`src/rtcalm_defs.vh`:
```
`ifndef RTCALM_DEFS_VH
`define RTCALM_DEFS_VH

// ----------------------------------------------------------------
// register indices
// ----------------------------------------------------------------
`define RTCALM_IDX_MTHDY   3'h0
`define RTCALM_IDX_WDHR    3'h1
`define RTCALM_IDX_MINSEC  3'h2
`define RTCALM_IDX_CTRL    3'h3
`define RTCALM_IDX_SETTLE  3'h4
`define RTCALM_IDX_STATUS  3'h5

// ----------------------------------------------------------------
// alarm field positions (lsb)
// ----------------------------------------------------------------
`define RTCALM_POS_MTH_TEN 12
`define RTCALM_POS_MTH_ONE 8
`define RTCALM_POS_DAY_TEN 4
`define RTCALM_POS_DAY_ONE 0
`define RTCALM_POS_WEEKDAY_VALUE    8
`define RTCALM_POS_HR_TEN  4
`define RTCALM_POS_HR_ONE  0
`define RTCALM_POS_MIN_TEN 12
`define RTCALM_POS_MIN_ONE 8
`define RTCALM_POS_SEC_TEN 4
`define RTCALM_POS_SEC_ONE 0

// ----------------------------------------------------------------
// control register bits
// ----------------------------------------------------------------
`define RTCALM_CTL_UNLOCK  0
`define RTCALM_CTL_CALEN   1
`define RTCALM_CTL_POWER_CTL_ENABLE   2
`define RTCALM_CTL_PINOE   3
`define RTCALM_CTL_SRC     4
`define RTCALM_CTL_POL     6
`define RTCALM_CTL_REPEAT  7
`define RTCALM_CTL_MASK    8
`define RTCALM_CTL_ALMEN   12
`define RTCALM_SRC_PWC     2'h3

// ----------------------------------------------------------------
// status register bits
// ----------------------------------------------------------------
`define RTCALM_STS_STATE   0
`define RTCALM_STS_WAKE    2
`define RTCALM_STS_ALMEN   3

// ----------------------------------------------------------------
// reset values
// ----------------------------------------------------------------
`define RTCALM_RST_CTRL    13'h0000
`define RTCALM_RST_SETTLE  16'h0010

// ----------------------------------------------------------------
// repeat mask codes
// ----------------------------------------------------------------
`define RTCALM_MSK_HALFSEC 4'h0
`define RTCALM_MSK_SEC     4'h1
`define RTCALM_MSK_10SEC   4'h2
`define RTCALM_MSK_MIN     4'h3
`define RTCALM_MSK_10MIN   4'h4
`define RTCALM_MSK_HOUR    4'h5
`define RTCALM_MSK_DAY     4'h6
`define RTCALM_MSK_WEEK    4'h7
`define RTCALM_MSK_MONTH   4'h8
`define RTCALM_MSK_YEAR    4'h9

`endif

```
`src/rtcalm_match.v`:
```
`timescale 1ns/1ps
`include "rtcalm_defs.vh"

module rtcalm_match (
    input wire [3:0] mask,       // repeat mask
    input wire [31:0] cur_flds,  // current fields, packed
    input wire [31:0] alm_flds,  // alarm fields, packed
    output reg match             // compared fields all equal
);

    // nibbles: sec1 sec10 min1 min10 hr1 hr10 weekday_value day1
    wire [7:0] eq;

    // ----------------------------------------------------------------
    // per-field equality
    // ----------------------------------------------------------------
    genvar gi;
    generate
        for (gi = 0; gi < 8; gi = gi + 1) begin : g_eq
            assign eq[gi] = (cur_flds[gi*4 +: 4] == alm_flds[gi*4 +: 4]);
        end
    endgenerate

    always @* begin
        case (mask)
            `RTCALM_MSK_HALFSEC: match = 1'b1;
            `RTCALM_MSK_SEC: match = 1'b1;
            `RTCALM_MSK_10SEC: match = eq[0];
            `RTCALM_MSK_MIN: match = &eq[1:0];
            `RTCALM_MSK_10MIN: match = &eq[2:0];
            `RTCALM_MSK_HOUR: match = &eq[3:0];
            `RTCALM_MSK_DAY: match = &eq[5:0];
            `RTCALM_MSK_WEEK: match = &eq[6:0];
            `RTCALM_MSK_MONTH: match = (&eq[5:0]) & eq[7];
            `RTCALM_MSK_YEAR: match = (&eq[5:0]) & eq[7];
            default: match = 1'b0;
        endcase
    end

endmodule // rtcalm_match

```
`src/rtcalm_top.v`:
```
`timescale 1ns/1ps
`include "rtcalm_defs.vh"

// Function
// RULE1: month tens is one bit 0..1, month ones a four-bit BCD digit.
// RULE2: day tens is two bits 0..3, day ones a four-bit BCD digit.
// RULE3: month/day and weekday/hour writes only land while write unlock is set.
// RULE4: weekday is three bits in the upper byte, values 0..6.
// RULE5: hour tens is two bits 0..2, hour ones a four-bit BCD digit.
// RULE6: minute tens is three bits 0..5 upper byte, minute ones four bits.
// RULE7: second tens is three bits 0..5, second ones in the low nibble.
// RULE8: unimplemented alarm bits read zero; alarm fields are not reset.
// RULE9: repeat mask picks alarm interval from half a second up to yearly; code 0 fires once a second, as code 1 does.
// RULE10: power control switches device on, waits, samples wake, switches off.
// RULE11: power control runs only with calendar, enable, pin enable, source 11.
// RULE12: polarity bit picks active-low or active-high pin level.
// RULE13: software should set repeat forever so the power cycle recurs.
// RULE14: alarm fires when all fields left compared by the mask match; the code never fires a yearly alarm set to Feb 29.

module rtcalm_top (
    input wire ref_clk,                 // 100 MHz clock
    input wire rst_n,                   // synchronous reset, low active
    input wire [2:0] reg_addr,          // register index
    input wire [15:0] reg_wdata,        // write data
    input wire reg_wr,                  // write strobe
    input wire reg_rd,                  // read strobe
    output wire [15:0] reg_rdata,       // read data, cycle after strobe
    input wire sec_tick,                // one-cycle pulse per second
    input wire cur_month_tens_digit,    // current month tens
    input wire [3:0] cur_month_ones_digit, // current month ones
    input wire [1:0] cur_day_tens_digit,   // current day tens
    input wire [3:0] cur_day_ones_digit,   // current day ones
    input wire [2:0] cur_weekday_value,    // current weekday
    input wire [1:0] cur_hour_tens_digit,  // current hour tens
    input wire [3:0] cur_hour_ones_digit,  // current hour ones
    input wire [2:0] cur_minute_tens_digit, // current minute tens
    input wire [3:0] cur_minute_ones_digit, // current minute ones
    input wire [2:0] cur_second_tens_digit, // current second tens
    input wire [3:0] cur_second_ones_digit, // current second ones
    input wire wake_in,                 // wake request pin from device
    output wire alarm_event,            // one-cycle alarm pulse
    output wire wake_event,             // one-cycle sampled wake pulse
    output wire power_ctl_signal_out,   // pin level
    output wire power_ctl_signal_oe     // pin driven
);

    // ----------------------------------------------------------------
    // states
    // ----------------------------------------------------------------
    localparam [1:0] ST_IDLE = 2'h0;
    localparam [1:0] ST_SETTLE = 2'h1;
    localparam [1:0] ST_SAMPLE = 2'h2;

    // ----------------------------------------------------------------
    // decode helper
    // ----------------------------------------------------------------
    function hit;
        input [2:0] addr;
        input [2:0] idx;
        begin
            hit = (addr == idx);
        end
    endfunction

    // ----------------------------------------------------------------
    // alarm field storage (no reset)
    // ----------------------------------------------------------------
    reg month_tens_digit_ff;
    reg [3:0] month_ones_digit_ff;
    reg [1:0] day_tens_digit_ff;
    reg [3:0] day_ones_digit_ff;
    reg [2:0] weekday_value_ff;
    reg [1:0] hour_tens_digit_ff;
    reg [3:0] hour_ones_digit_ff;
    reg [2:0] minute_tens_digit_ff;
    reg [3:0] minute_ones_digit_ff;
    reg [2:0] second_tens_digit_ff;
    reg [3:0] second_ones_digit_ff;

    // ----------------------------------------------------------------
    // control and status storage
    // ----------------------------------------------------------------
    reg [12:0] ctrl_ff;
    reg [12:0] nxt_ctrl;
    reg [15:0] settle_ff;
    reg [15:0] rdata_ff;
    reg [15:0] nxt_rdata;
    reg [1:0] state_ff;
    reg [1:0] nxt_state;
    reg [15:0] wait_ff;
    reg [15:0] nxt_wait;
    reg wake_seen_ff;
    reg nxt_wake_seen;
    reg alarm_ev_ff;
    reg wake_ev_ff;
    reg nxt_wake_ev;
    reg wake_meta_ff;
    reg wake_sync_ff;

    wire write_unlock;
    wire calendar_enable;
    wire power_ctl_enable;
    wire pin_output_enable;
    wire [1:0] pin_source_select;
    wire power_ctl_polarity;
    wire repeat_forever;
    wire [3:0] alarm_repeat_mask;
    wire alarm_enable;
    wire pwc_active;
    wire fld_match;
    wire feb29;
    wire fire;
    wire pwc_on;
    wire wr_mthdy;
    wire wr_wdhr;
    wire wr_minsec;
    wire [31:0] cur_flds;
    wire [31:0] alm_flds;

    assign write_unlock = ctrl_ff[`RTCALM_CTL_UNLOCK];
    assign calendar_enable = ctrl_ff[`RTCALM_CTL_CALEN];
    assign power_ctl_enable = ctrl_ff[`RTCALM_CTL_POWER_CTL_ENABLE];
    assign pin_output_enable = ctrl_ff[`RTCALM_CTL_PINOE];
    assign pin_source_select = ctrl_ff[`RTCALM_CTL_SRC +: 2];
    assign power_ctl_polarity = ctrl_ff[`RTCALM_CTL_POL];
    assign repeat_forever = ctrl_ff[`RTCALM_CTL_REPEAT];
    assign alarm_repeat_mask = ctrl_ff[`RTCALM_CTL_MASK +: 4];
    assign alarm_enable = ctrl_ff[`RTCALM_CTL_ALMEN];

    // ----------------------------------------------------------------
    // write decode
    // ----------------------------------------------------------------
    assign wr_mthdy = reg_wr & hit(reg_addr, `RTCALM_IDX_MTHDY) & write_unlock; // RULE3
    assign wr_wdhr = reg_wr & hit(reg_addr, `RTCALM_IDX_WDHR) & write_unlock; // RULE3
    assign wr_minsec = reg_wr & hit(reg_addr, `RTCALM_IDX_MINSEC);

    always @(posedge ref_clk) begin
        if (wr_mthdy) begin
            month_tens_digit_ff <= reg_wdata[`RTCALM_POS_MTH_TEN]; // RULE1
            month_ones_digit_ff <= reg_wdata[`RTCALM_POS_MTH_ONE +: 4]; // RULE1
            day_tens_digit_ff <= reg_wdata[`RTCALM_POS_DAY_TEN +: 2]; // RULE2
            day_ones_digit_ff <= reg_wdata[`RTCALM_POS_DAY_ONE +: 4]; // RULE2
        end
    end

    always @(posedge ref_clk) begin
        if (wr_wdhr) begin
            weekday_value_ff <= reg_wdata[`RTCALM_POS_WEEKDAY_VALUE +: 3]; // RULE4
            hour_tens_digit_ff <= reg_wdata[`RTCALM_POS_HR_TEN +: 2]; // RULE5
            hour_ones_digit_ff <= reg_wdata[`RTCALM_POS_HR_ONE +: 4]; // RULE5
        end
    end

    always @(posedge ref_clk) begin
        if (wr_minsec) begin
            minute_tens_digit_ff <= reg_wdata[`RTCALM_POS_MIN_TEN +: 3]; // RULE6
            minute_ones_digit_ff <= reg_wdata[`RTCALM_POS_MIN_ONE +: 4]; // RULE6
            second_tens_digit_ff <= reg_wdata[`RTCALM_POS_SEC_TEN +: 3]; // RULE7
            second_ones_digit_ff <= reg_wdata[`RTCALM_POS_SEC_ONE +: 4]; // RULE7
        end
    end

    // ----------------------------------------------------------------
    // settle time register
    // ----------------------------------------------------------------
    always @(posedge ref_clk) begin
        if (!rst_n) begin
            settle_ff <= `RTCALM_RST_SETTLE;
        end else if (reg_wr & hit(reg_addr, `RTCALM_IDX_SETTLE)) begin
            settle_ff <= reg_wdata;
        end
    end

    // ----------------------------------------------------------------
    // control register; one-shot alarm disarms itself
    // ----------------------------------------------------------------
    always @* begin
        nxt_ctrl = ctrl_ff;
        if (fire & !repeat_forever) begin
            nxt_ctrl[`RTCALM_CTL_ALMEN] = 1'b0;
        end
        if (reg_wr & hit(reg_addr, `RTCALM_IDX_CTRL)) begin
            nxt_ctrl = reg_wdata[12:0];
        end
    end

    always @(posedge ref_clk) begin
        if (!rst_n) begin
            ctrl_ff <= `RTCALM_RST_CTRL;
        end else begin
            ctrl_ff <= nxt_ctrl;
        end
    end

    // ----------------------------------------------------------------
    // alarm compare
    // ----------------------------------------------------------------
    assign cur_flds = {cur_day_ones_digit, 1'b0, cur_weekday_value, 2'h0,
                       cur_hour_tens_digit, cur_hour_ones_digit, 1'b0, cur_minute_tens_digit,
                       cur_minute_ones_digit, 1'b0, cur_second_tens_digit,
                       cur_second_ones_digit};
    assign alm_flds = {day_ones_digit_ff, 1'b0, weekday_value_ff, 2'h0,
                       hour_tens_digit_ff, hour_ones_digit_ff, 1'b0, minute_tens_digit_ff,
                       minute_ones_digit_ff, 1'b0, second_tens_digit_ff,
                       second_ones_digit_ff};

    wire mask_match;
    wire day_eq;
    wire month_eq;

    rtcalm_match u_match (
        .mask(alarm_repeat_mask),
        .cur_flds(cur_flds),
        .alm_flds(alm_flds),
        .match(mask_match)
    );

    assign day_eq = (cur_day_tens_digit == day_tens_digit_ff) & (cur_day_ones_digit == day_ones_digit_ff);
    assign month_eq = (cur_month_tens_digit == month_tens_digit_ff) &
                      (cur_month_ones_digit == month_ones_digit_ff);
    assign feb29 = !month_tens_digit_ff & (month_ones_digit_ff == 4'h2) &
                   (day_tens_digit_ff == 2'h2) & (day_ones_digit_ff == 4'h9);

    // day tens and month digits are compared here
    assign fld_match = (alarm_repeat_mask == `RTCALM_MSK_MONTH) ? (mask_match & day_eq) :
                       (alarm_repeat_mask == `RTCALM_MSK_YEAR) ?
                       mask_match & day_eq & month_eq & !feb29 :
                       mask_match; // RULE9 RULE14

    assign fire = sec_tick & calendar_enable & alarm_enable & fld_match; // RULE14

    always @(posedge ref_clk) begin
        if (!rst_n) begin
            alarm_ev_ff <= 1'b0;
        end else begin
            alarm_ev_ff <= fire;
        end
    end

    // ----------------------------------------------------------------
    // wake pin synchroniser
    // ----------------------------------------------------------------
    always @(posedge ref_clk) begin
        if (!rst_n) begin
            wake_meta_ff <= 1'b0;
            wake_sync_ff <= 1'b0;
        end else begin
            wake_meta_ff <= wake_in;
            wake_sync_ff <= wake_meta_ff;
        end
    end

    // ----------------------------------------------------------------
    // power control sequencer
    // ----------------------------------------------------------------
    assign pwc_active = calendar_enable & power_ctl_enable & pin_output_enable &
                        (pin_source_select == `RTCALM_SRC_PWC); // RULE11

    always @* begin
        nxt_state = state_ff;
        nxt_wait = wait_ff;
        nxt_wake_ev = 1'b0;
        nxt_wake_seen = wake_seen_ff;
        if (reg_wr & hit(reg_addr, `RTCALM_IDX_STATUS) & reg_wdata[`RTCALM_STS_WAKE]) begin
            nxt_wake_seen = 1'b0;
        end
        case (state_ff)
            ST_IDLE: begin
                if (fire & pwc_active) begin
                    nxt_state = ST_SETTLE; // RULE10
                    nxt_wait = settle_ff;
                end
            end
            ST_SETTLE: begin
                if (!pwc_active) begin
                    nxt_state = ST_IDLE;
                end else if (wait_ff == 16'h0000) begin
                    nxt_state = ST_SAMPLE; // RULE10
                end else begin
                    nxt_wait = wait_ff - 16'h0001;
                end
            end
            ST_SAMPLE: begin
                nxt_wake_ev = wake_sync_ff & pwc_active; // RULE10
                if (wake_sync_ff & pwc_active) begin
                    nxt_wake_seen = 1'b1;
                end
                nxt_state = ST_IDLE; // RULE10
            end
            default: begin
                nxt_state = ST_IDLE;
            end
        endcase
    end

    always @(posedge ref_clk) begin
        if (!rst_n) begin
            state_ff <= ST_IDLE;
            wait_ff <= 16'h0000;
            wake_ev_ff <= 1'b0;
            wake_seen_ff <= 1'b0;
        end else begin
            state_ff <= nxt_state;
            wait_ff <= nxt_wait;
            wake_ev_ff <= nxt_wake_ev;
            wake_seen_ff <= nxt_wake_seen;
        end
    end

    assign pwc_on = (state_ff != ST_IDLE) & pwc_active; // RULE11
    assign power_ctl_signal_out = power_ctl_polarity ? pwc_on : !pwc_on; // RULE12
    assign power_ctl_signal_oe = pwc_active;

    // ----------------------------------------------------------------
    // read path
    // ----------------------------------------------------------------
    always @* begin
        nxt_rdata = 16'h0000;
        if (reg_rd) begin
            case (reg_addr)
                `RTCALM_IDX_MTHDY: begin
                    nxt_rdata = {3'h0, month_tens_digit_ff, month_ones_digit_ff, 2'h0,
                                 day_tens_digit_ff, day_ones_digit_ff}; // RULE8
                end
                `RTCALM_IDX_WDHR: begin
                    nxt_rdata = {5'h00, weekday_value_ff, 2'h0, hour_tens_digit_ff,
                                 hour_ones_digit_ff}; // RULE8
                end
                `RTCALM_IDX_MINSEC: begin
                    nxt_rdata = {1'b0, minute_tens_digit_ff, minute_ones_digit_ff, 1'b0,
                                 second_tens_digit_ff, second_ones_digit_ff}; // RULE8
                end
                `RTCALM_IDX_CTRL: begin
                    nxt_rdata = {3'h0, ctrl_ff};
                end
                `RTCALM_IDX_SETTLE: begin
                    nxt_rdata = settle_ff;
                end
                `RTCALM_IDX_STATUS: begin
                    nxt_rdata = {12'h000, alarm_enable, wake_seen_ff, state_ff};
                end
                default: begin
                    nxt_rdata = 16'h0000;
                end
            endcase
        end
    end

    always @(posedge ref_clk) begin
        if (!rst_n) begin
            rdata_ff <= 16'h0000;
        end else begin
            rdata_ff <= nxt_rdata;
        end
    end

    assign reg_rdata = rdata_ff;
    assign alarm_event = alarm_ev_ff;
    assign wake_event = wake_ev_ff;

endmodule // rtcalm_top

```
`config.mk`:
```
export PLATFORM = sky130hd
export DESIGN_NAME = rtcalm_top
export DESIGN_NICKNAME = d
export VERILOG_FILES = /design/src/rtcalm_match.v /design/src/rtcalm_top.v
export VERILOG_INCLUDE_DIRS = /design/src /design/src/src
export SDC_FILE = /design/constraint.sdc
export NUM_CORES = 1
export LEC_CHECK = 0
export BUFFER_PORTS_ARGS = -buffer_cell sky130_fd_sc_hd__buf_4
export CORE_MARGIN = 1.5
export CORE_UTILIZATION = 25
export DETAILED_ROUTE_END_ITERATION = 8
export GPL_TIMING_DRIVEN = 0
export PLACE_DENSITY = 0.45
export SETUP_SLACK_MARGIN = 0.15
export SLEW_MARGIN = 20
export SYNTH_ARGS = -nofsm -noshare
export SYNTH_HDL_FRONTEND = slang
export SYNTH_SLANG_ARGS = --single-unit
```
`constraint.sdc`:
```
create_clock -name ref_clk -period 3.8 [get_ports ref_clk]
set_clock_uncertainty 0.15 [all_clocks]
set_input_delay 0 -clock ref_clk [delete_from_list [all_inputs] [get_ports ref_clk]]
set_output_delay 0 -clock ref_clk [all_outputs]
set_load 0.01 [all_outputs]
```
==> flow_summary.yaml, run 1 <==
cells_and_area:
  design.final.nets: 676
  final-instance-count-excl-fill: 881
  utilization: 0.331
  num_antenna_cells: 0
  final_cell_mix: "87 x sky130_fd_sc_hd__nand2_1, 78 x sky130_fd_sc_hd__buf_4, 68 x sky130_fd_sc_hd__dfxtp_1"
  synthToLayoutAreaGrowth_pct: 29.0
  drive_gt1_frac: 0.187
  final_area_sq_mm: 0.00624
  leading_cell_type_in_the_layout_fill_and_taps_excluded: "sky130_fd_sc_hd__nand2_1"
synth:
  synthesis.yosys.warnings: 0
  syn_area_sq_mm: 0.00484
  xor_and_xnor_fraction_of_the_mapped_netlist_area: 0.0634
  syn_nets: 568
  post_synth_simple_gate_area: 0.185
  synth.yosys.seq_area_share: 0.492
  proportion_of_synthesized_area_in_mux_cells: 0.0471
  number_of_enable_type_register_cells_in_the_synthesized_netlist: 34
  synthFlopType: "sky130_fd_sc_hd__dfxtp_1"
  synth_adder_area_share: 0.00259
  synth_top_family_by_area: "simple AND/OR/NAND/NOR gates"
  ys_types: 60
  async_flop_share: 0
  ys_seq_elements: 102
  synth-compound-area-share: 0.179
  syn_avg_cell_area_sq_um: 9.52
  synthCells: 508
die:
  die_width_microns: 142
  initial_core_util: 0.257
  design.die.area_sq_mm: 0.0202
  number_of_cell_rows: 50
  io_pins: 79
  placeableCoreArea_sq_mm: 0.0188
  dieHeight_microns: 142
timing:
  clock.fmax_ghz: 0.307
  timing_worst_slew_pin_value_ps: 857
  grt_setup_unrepaired: "no"
  timing.final.crit_period_ps: 3260
  report.final.slew_viol_count: 0
  final-hold-violation-count: 0
  fin_setup_tns_ps: 0
  setup-violations-final: 0
  post-route-period-util: 0.857
  timing.max_slew.rel_slack: 0.426
  timing.hold.ws_ps: 27.3
  layout_setup_ws_ps: 544
cts:
  clkLatencyLatePin_ps: 350
  deepest_clock_path_buffer_count: 2
  postCtsSetupBuffers: 0
  tritoncts: "yes"
  cts_made_buffers: 9
  cts.htree.levels: 3
  cts.root.buffer_cell: "sky130_fd_sc_hd__clkbuf_16"
  postCtsHoldBufs: 20
  worst_setup_hold_path_clk_slew_ps: 70
  cts-resized-gates: 0
  clock-sinks: 102
worst_hold_path:
  whs_path_depth: 4
  timing.hold.worst.class: "in2reg"
routing:
  drt_first_pass_iters: 6
  route.detailed.drc: 0
  routed_via_density: 4.90
  ant_nets: 0
  detailroute.via_count: 4321
  drtIter0Drc: 399
  postRouteWirelength_microns: 16900
  routed_wire_length_per_instance_microns: 19.2
global_routing:
  grt_pass1_vias: 4267
  grtUsageMet3: 0.0192
  globalRouteTotalUtil: 0.171
  grt_overflow_total: 0
  use_met1: 0.242
  grt_start_max_net_pins: 18
  antenna_found_initial: 0
  global_route.usage.met2: 0.264
  global_route.peak_usage_layer: "met2"
  grt_first_pass_wirelength_microns: 25500
worst_setup_path:
  reg2reg_depth: 7
  critical_path_cell_by_cell: "xnor2_1 -> nand4_1 -> or4_4 -> o31ai_2 -> o211ai_4 -> o21ai_1 -> o22ai_1"
  required_ps: 3860
  critical_path.max_stage_delay_ps: 670
  worstSetupStartpointType: "register"
  crit_family: "compound AO/OA/AOI/OAI gates"
  crit_type: "reg2reg"
  endpoint_arrival_time_on_the_critical_path_ps: 3310
  critical_path.slowest_cell: "sky130_fd_sc_hd__o21ai_1"
  path_buf_inv: 0
  worst-path-stages: 7
  worst_setup_path_end_kind: "register"
  timing.critical_path.fanout_max: 9
place:
  io_buffer_count: 76
  globalplace.congestion: 0.879
  placed_cells: 845
  placed_cell_area_sq_mm: 0.00575
  dpl_worst_slack_ps: 638
  hpwl_microns: 13100
run_status:
  run_status: "completed"
job:
  max-cap-violations: 0
power_and_ir_drop:
  leakage_nw: 2.23
  max-vdd-ir-drop_mv: 0.198
  powerDensity_mw_per_mm2: 369
  finalPower_mw: 2.31
[cell usage after synthesis (9+ instances only)]
cell type	count	area [sq um]
sky130_fd_sc_hd__nor3_1	15	75.1
sky130_fd_sc_hd__o31ai_1	9	67.6
sky130_fd_sc_hd__mux2_2	12	135
sky130_fd_sc_hd__nor2_1	37	139
sky130_fd_sc_hd__dfxtp_1	68	1360
sky130_fd_sc_hd__nand2_1	87	327
sky130_fd_sc_hd__nand3_1	12	60.1
sky130_fd_sc_hd__clkbuf_1	29	109
sky130_fd_sc_hd__o22ai_1	9	56.3
sky130_fd_sc_hd__a21oi_1	36	180
sky130_fd_sc_hd__edfxtp_1	34	1020
sky130_fd_sc_hd__xor2_1	28	245
sky130_fd_sc_hd__a22oi_1	15	113
[path summary, 6_finish.rpt]
kind / to / from / slack [ps]
setup reg to reg: wait_ff[9]$_SDFFE_PN0P_ / second_ones_digit_ff[3]$_DFFE_PP_ / 540
hold reg to reg: wake_sync_ff$_SDFF_PN0_ / wake_meta_ff$_SDFF_PN0_ / 290
hold / removal: reg_rdata[1]$_SDFF_PN0_ / reg_addr[2] / 30
setup / recovery: wait_ff[9]$_SDFFE_PN0P_ / second_ones_digit_ff[3]$_DFFE_PP_ / 540
[cell type report]
class | count | area, sq um
buffer | 31 | 121
clock buffer | 9 | 225
clock inverter | 7 | 70.1
fill | 1966 | 12600
inverter | 7 | 26.3
multi-input combinational | 368 | 2310
sequential | 102 | 2380
tap | 260 | 325
timing repair buffer | 97 | 778
[cell families (layout without fill, tap and decap cells)]
group	Yosys count	after routing
XOR/XNOR	35	35
AO/OA/AOI/OAI	121	121
adder cells (fa/ha/maj)	1	1
buffers and inverters	38	151
flip-flops	102	102
multiplexers	20	20
AND/OR/NAND/NOR	191	191
[flip-flops by register name, summed over array words and instances (netlist names), 2 cells and up]
signal	count
day_ones_digit_ff	4
month_ones_digit_ff	4
hour_tens_digit_ff	2
reg_rdata	16
second_ones_digit_ff	4
weekday_value_ff	3
day_tens_digit_ff	2
hour_ones_digit_ff	4
minute_tens_digit_ff	3
second_tens_digit_ff	3
ctrl_ff	13
settle_ff	16
minute_ones_digit_ff	4
state_ff	2
wait_ff	16
[worst register-to-register path, delay by kind of cell, from the launching register on]
kind             cells  cell delay (ps)
AO/OA/AOI/OAI        4             1450
AND/OR/NAND/NOR      2              900
flip-flops           1              440
XOR/XNOR             1              180
[where the power goes]
group	internal, mW	total, mW	switching [mW]
Combinational	0.101	0.218	0.117
Clock	0.512	0.934	0.422
Sequential	1.14	1.15	0.0133
Total	1.75	2.31	0.552
[layer usage]
| metal | part of all wire | routed length [microns] | vias up |
|---|---|---|---|
| met4 | 0.026 | 443 | 0 |
| met1 | 0.48 | 8090 | 2084 |
| met2 | 0.45 | 7630 | 137 |
| met3 | 0.046 | 779 | 23 |
| met5 | 0 | 0 | - |
| li1 | - | - | 2077 |
Power figures use the tool's default switching activity.
==> run 2: changes to the inputs <==
--- a/config.mk
+++ b/config.mk
@@ -11,7 +11,7 @@
 export CORE_UTILIZATION = 25
 export DETAILED_ROUTE_END_ITERATION = 8
 export GPL_TIMING_DRIVEN = 0
-export PLACE_DENSITY = 0.45
+export PLACE_DENSITY = 0.51
 export SETUP_SLACK_MARGIN = 0.15
 export SLEW_MARGIN = 20
 export SYNTH_ARGS = -nofsm -noshare
==> run 2 against run 1 <==
Net effect:
- combinational power is 2% higher
- clock-buffer cell count is 3 higher
- flip-flop and latch count stayed put
- clock power is 7.7% lower
- critical path type unchanged
- highest routed layer unchanged
==> flow_summary.yaml, run 2 (same netlist as run 1, synthesis figures left out) <==
run_status:
  run_status: "completed"
die:
  number_of_cell_rows: 50
  die_width_microns: 142
  placeableCoreArea_sq_mm: 0.0188
  initial_core_util: 0.257
  design.die.area_sq_mm: 0.0202
  dieHeight_microns: 142
  io_pins: 79
cts:
  clock-sinks: 102
  cts-resized-gates: 0
  cts_made_buffers: 9
  postCtsSetupBuffers: 0
  deepest_clock_path_buffer_count: 2
  clkLatencyLatePin_ps: 360
  tritoncts: "yes"
  cts.root.buffer_cell: "sky130_fd_sc_hd__clkbuf_16"
  worst_setup_hold_path_clk_slew_ps: 70
  cts.htree.levels: 3
cells_and_area:
  final_cell_mix: "87 x sky130_fd_sc_hd__nand2_1, 78 x sky130_fd_sc_hd__buf_4, 68 x sky130_fd_sc_hd__dfxtp_1"
  design.final.nets: 677
  leading_cell_type_in_the_layout_fill_and_taps_excluded: "sky130_fd_sc_hd__nand2_1"
  synthToLayoutAreaGrowth_pct: 28.5
  drive_gt1_frac: 0.185
  final-instance-count-excl-fill: 882
  num_antenna_cells: 0
  final_area_sq_mm: 0.00622
global_routing:
  grt_pass1_vias: 4334
  grt_first_pass_wirelength_microns: 25500
  grt_start_max_net_pins: 17
  grt_overflow_total: 0
  antenna_found_initial: 0
  globalRouteTotalUtil: 0.171
routing:
  postRouteWirelength_microns: 17000
  drtIter0Drc: 429
  routed_via_density: 5.02
  detailroute.via_count: 4431
  routed_wire_length_per_instance_microns: 19.3
  route.detailed.drc: 0
  drt_first_pass_iters: 5
  ant_nets: 0
timing:
  timing_worst_slew_pin_value_ps: 882
  fin_setup_tns_ps: 0
  final-hold-violation-count: 0
  layout_setup_ws_ps: 629
  setup-violations-final: 0
  grt_setup_unrepaired: "no"
  timing.final.crit_period_ps: 3170
  timing.max_slew.rel_slack: 0.412
  clock.fmax_ghz: 0.315
  post-route-period-util: 0.835
  report.final.slew_viol_count: 0
place:
  placed_cell_area_sq_mm: 0.00575
  io_buffer_count: 76
  globalplace.congestion: 0.901
  placed_cells: 845
  hpwl_microns: 13000
  dpl_worst_slack_ps: 698
worst_setup_path:
  worst_setup_path_end_kind: "register"
  setup.worst_path.end: "wait_ff[9]$_SDFFE_PN0P_"
  worstSetupStartpointType: "register"
  worst-r2r-setup-slack_ps: 630
  crit_type: "reg2reg"
  timing.critical_path.fanout_max: 9
  timing.critical_path.from: "second_ones_digit_ff[0]$_DFFE_PP_"
  critical_path.slowest_cell: "sky130_fd_sc_hd__or4_4"
  rr_startpoint: "second_ones_digit_ff[0]$_DFFE_PP_"
  critical_path_cell_by_cell: "xnor2_1 -> nand4_1 -> or4_4 -> o31ai_2 -> o211ai_4 -> o21ai_1 -> o22ai_1"
  timing.rr.end: "wait_ff[9]$_SDFFE_PN0P_"
  endpoint_arrival_time_on_the_critical_path_ps: 3230
  reg2reg_depth: 7
  required_ps: 3860
  critical_path.max_stage_delay_ps: 650
power_and_ir_drop:
  finalPower_mw: 2.24
  max-vdd-ir-drop_mv: 0.159
  powerDensity_mw_per_mm2: 360
  leakage_nw: 2.23
job:
  max-cap-violations: 0
worst_hold_path:
  timing.hold.worst.class: "in2reg"
run 2: layer usage:
metal  global-route usage  wire, microns  vias up  share of wire
li1                     -              -     2085              -
met1                0.227           7590     2145           0.45
met2                0.274           7780      173           0.46
met3               0.0219           1040       28          0.061
met4               0.0825            622        0          0.037
met5                    0              0        -              0
run 2: worst max-delay path: cells and delay by family (launching register included):
family          cells  cell delay (ps)
flops               1              420
xor+xnor            1              190
simple gates        2              880
compound gates      4             1380
run 2: report_power, final:
group / leakage, nW / switching [mW] / total, mW / internal [mW]
Combinational: 1.24 / 0.120 / 0.222 / 0.101
Sequential: 0.857 / 0.0126 / 1.15 / 1.14
Clock: 0.131 / 0.416 / 0.862 / 0.447
Total: 2.23 / 0.548 / 2.24 / 1.69
run 2: repair_timing:
item | CTS | global route
endpoints found under the hold margin | 73 | 0
setup endpoints to repair | 0 | 0
hold buffers | 21 | 0
run 2: worst min-delay path by stage:
| stage | from | endpoint | cells past startpoint |
|---|---|---|---|
| floorplan | reg_wdata[0] | day_ones_digit_ff[0]$_DFFE_PP_ | 0 |
| global placement | reg_wdata[14] | minute_tens_digit_ff[2]$_DFFE_PP_ | 1 |
| detailed placement | reg_wdata[14] | minute_tens_digit_ff[2]$_DFFE_PP_ | 1 |
| CTS | reg_addr[2] | reg_rdata[1]$_SDFF_PN0_ | 4 |
| global route | reg_addr[2] | reg_rdata[1]$_SDFF_PN0_ | 4 |
| finish | reg_addr[2] | reg_rdata[1]$_SDFF_PN0_ | 4 |
run 2: layout make-up:
| class | instances | area [sq um] |
|---|---|---|
| plain buffers | 31 | 121 |
| clock buffers | 12 | 238 |
| clock inverters | 4 | 23.8 |
| fillers | 1968 | 12600 |
| inverters | 7 | 26.3 |
| multi-input cells | 368 | 2310 |
| flip-flops and latches | 102 | 2380 |
| well taps | 260 | 325 |
| repair buffers | 98 | 788 |
run 2: through the flow:
stage	hold slack, ps	utilization
2_1_floorplan	-51.1	-
6_report	55.2	0.330
3_3_place_gp	44.3	0.304
4_1_cts	23.8	0.330
3_5_place_dp	50.0	0.305
5_1_grt	52.1	0.330
==> run 3: changes to the inputs <==
==> constraint.sdc (replaced) <==
create_clock -name ref_clk -period 3.2 [get_ports ref_clk]
set_clock_uncertainty 0.15 [all_clocks]
set_input_delay 0 -clock ref_clk [delete_from_list [all_inputs] [get_ports ref_clk]]
set_output_delay 0 -clock ref_clk [all_outputs]
set_load 0.01 [all_outputs]
==> run 3 against run 2 <==
Net effect:
- design area rose by 1.1%
- worst setup slack got worse by 300 ps
- register-to-register slack got worse by 300 ps
- wire length rose by 0.43%
- sequential power rose by 19%
- flip-flop and latch count did not move
- fmax rose by 10%
- critical path depth did not move
- first-iteration DRC count fell by 4.2%
- clock-buffer cell count did not move
==> flow_summary.yaml, run 3 (same netlist as run 1, synthesis figures left out) <==
cells_and_area:
  synthToLayoutAreaGrowth_pct: 30.0
  design.final.nets: 683
  seqCellArea_sq_mm: 0.00238
  filler_cell_count: 1964
  drive_gt1_frac: 0.196
  final_cell_mix: "87 x sky130_fd_sc_hd__nand2_1, 84 x sky130_fd_sc_hd__buf_4, 68 x sky130_fd_sc_hd__dfxtp_1"
  area_of_the_multi_input_gates_sq_mm: 0.00234
  leading_cell_type_in_the_layout_fill_and_taps_excluded: "sky130_fd_sc_hd__nand2_1"
  num_antenna_cells: 0
timing:
  post-route-period-util: 0.898
  clock.fmax_ghz: 0.348
  setup-violations-final: 0
  timing.max_slew.rel_slack: 0.415
  layout_setup_ws_ps: 326
  fin_setup_tns_ps: 0
  final-hold-violation-count: 0
  report.final.slew_viol_count: 0
  grt_setup_unrepaired: "no"
  timing_worst_slew_pin_value_ps: 878
  timing.final.crit_period_ps: 2870
  timing.hold.ws_ps: 44.9
die:
  die_width_microns: 142
  number_of_cell_rows: 50
  dieHeight_microns: 142
  initial_core_util: 0.257
  placeableCoreArea_sq_mm: 0.0188
  io_pins: 79
  design.die.area_sq_mm: 0.0202
global_routing:
  antenna_found_initial: 0
  grt_start_max_net_pins: 17
  globalRouteTotalUtil: 0.171
  grt_pass1_vias: 4333
  grt_overflow_total: 0
  grt_first_pass_wirelength_microns: 25500
cts:
  cts.root.buffer_cell: "sky130_fd_sc_hd__clkbuf_16"
  tritoncts: "yes"
  clkLatencyLatePin_ps: 360
  cts_made_buffers: 9
  worst_setup_hold_path_clk_slew_ps: 70
  deepest_clock_path_buffer_count: 2
  clock-sinks: 102
  cts.htree.levels: 3
worst_setup_path:
  worstSetupStartpointType: "register"
  crit_type: "reg2reg"
  endpoint_arrival_time_on_the_critical_path_ps: 2970
  required_ps: 3290
  worst_setup_path_end_kind: "register"
  timing.critical_path.fanout_max: 9
  reg2reg_depth: 7
job:
  max-cap-violations: 0
routing:
  route.detailed.drc: 0
  ant_nets: 0
  drtIter0Drc: 411
  postRouteWirelength_microns: 17100
  routed_wire_length_per_instance_microns: 19.3
  routed_via_density: 4.95
  detailroute.via_count: 4395
  drt_first_pass_iters: 5
place:
  io_buffer_count: 76
  globalplace.congestion: 0.901
  dpl_worst_slack_ps: 97.9
  hpwl_microns: 13000
worst_hold_path:
  whs_path_depth: 4
  timing.hold.worst.class: "in2reg"
run_status:
  run_status: "completed"
power_and_ir_drop:
  max-vdd-ir-drop_mv: 0.188
  powerDensity_mw_per_mm2: 422
  leakage_nw: 2.26
==> run 3: worst max-delay path: stages, from the launching register on <==
cell	delay, ps
sky130_fd_sc_hd__edfxtp_1	420
sky130_fd_sc_hd__xnor2_1	190
sky130_fd_sc_hd__nand4_1	130
sky130_fd_sc_hd__or4_4	630
sky130_fd_sc_hd__o32ai_4	350
sky130_fd_sc_hd__o211ai_4	210
sky130_fd_sc_hd__or4_1	500
sky130_fd_sc_hd__and4_1	180
==> run 3: final timing paths <==
path,start,endpoint,slack (ps)
min,reg_addr[2],reg_rdata[1]$_SDFF_PN0_,40
max,second_ones_digit_ff[0]$_DFFE_PP_,wait_ff[0]$_SDFFE_PN0P_,330
min reg2reg,wake_meta_ff$_SDFF_PN0_,wake_sync_ff$_SDFF_PN0_,300
max reg2reg,second_ones_digit_ff[0]$_DFFE_PP_,wait_ff[0]$_SDFFE_PN0P_,330
==> run 3: cell type report <==
type,instances,area share
clock inverters,4,0.00378
well taps,260,0.0517
flip-flops and latches,102,0.379
clock buffers,12,0.0378
repair buffers,104,0.133
inverters,7,0.00418
plain buffers,31,0.0193
multi-input cells,368,0.372
==> run 3: through the flow <==
stage / power [mW] / cell area [sq um] / std cells / utilization
detailed placement: 1.64 / 5750 / 845 / 0.305
global placement: 1.64 / 5730 / 844 / 0.304
global route: 2.74 / 6290 / 888 / 0.334
floorplan: 1.51 / 4840 / 508 / -
CTS: 2.67 / 6220 / 882 / 0.330
finish: 2.65 / 6290 / 888 / 0.334
==> run 3: routing by layer <==
layer / vias to the layer above / GRT usage / routed length [microns]
met5: - / 0 / 0
met2: 140 / 0.272 / 7900
li1: 2091 / - / -
met1: 2138 / 0.228 / 7780
met4: 0 / 0.0830 / 551
met3: 26 / 0.0219 / 879
==> run 3: timing repair <==
action                                  in CTS  in global routing
pin swaps                                    0                  1
gates resized for setup                      1                  3
setup buffers                                0                  6
endpoints found under the hold margin       73                  0
endpoints found under the setup margin       8                 13
hold buffers                                21                  0
==> run 3: where the power goes <==
part / switching [mW] / total (mW) / internal (mW) / leakage [nW]
Sequential: 0.0151 / 1.37 / 1.35 / 0.857
Combinational: 0.143 / 0.264 / 0.121 / 1.28
Clock: 0.491 / 1.02 / 0.530 / 0.131
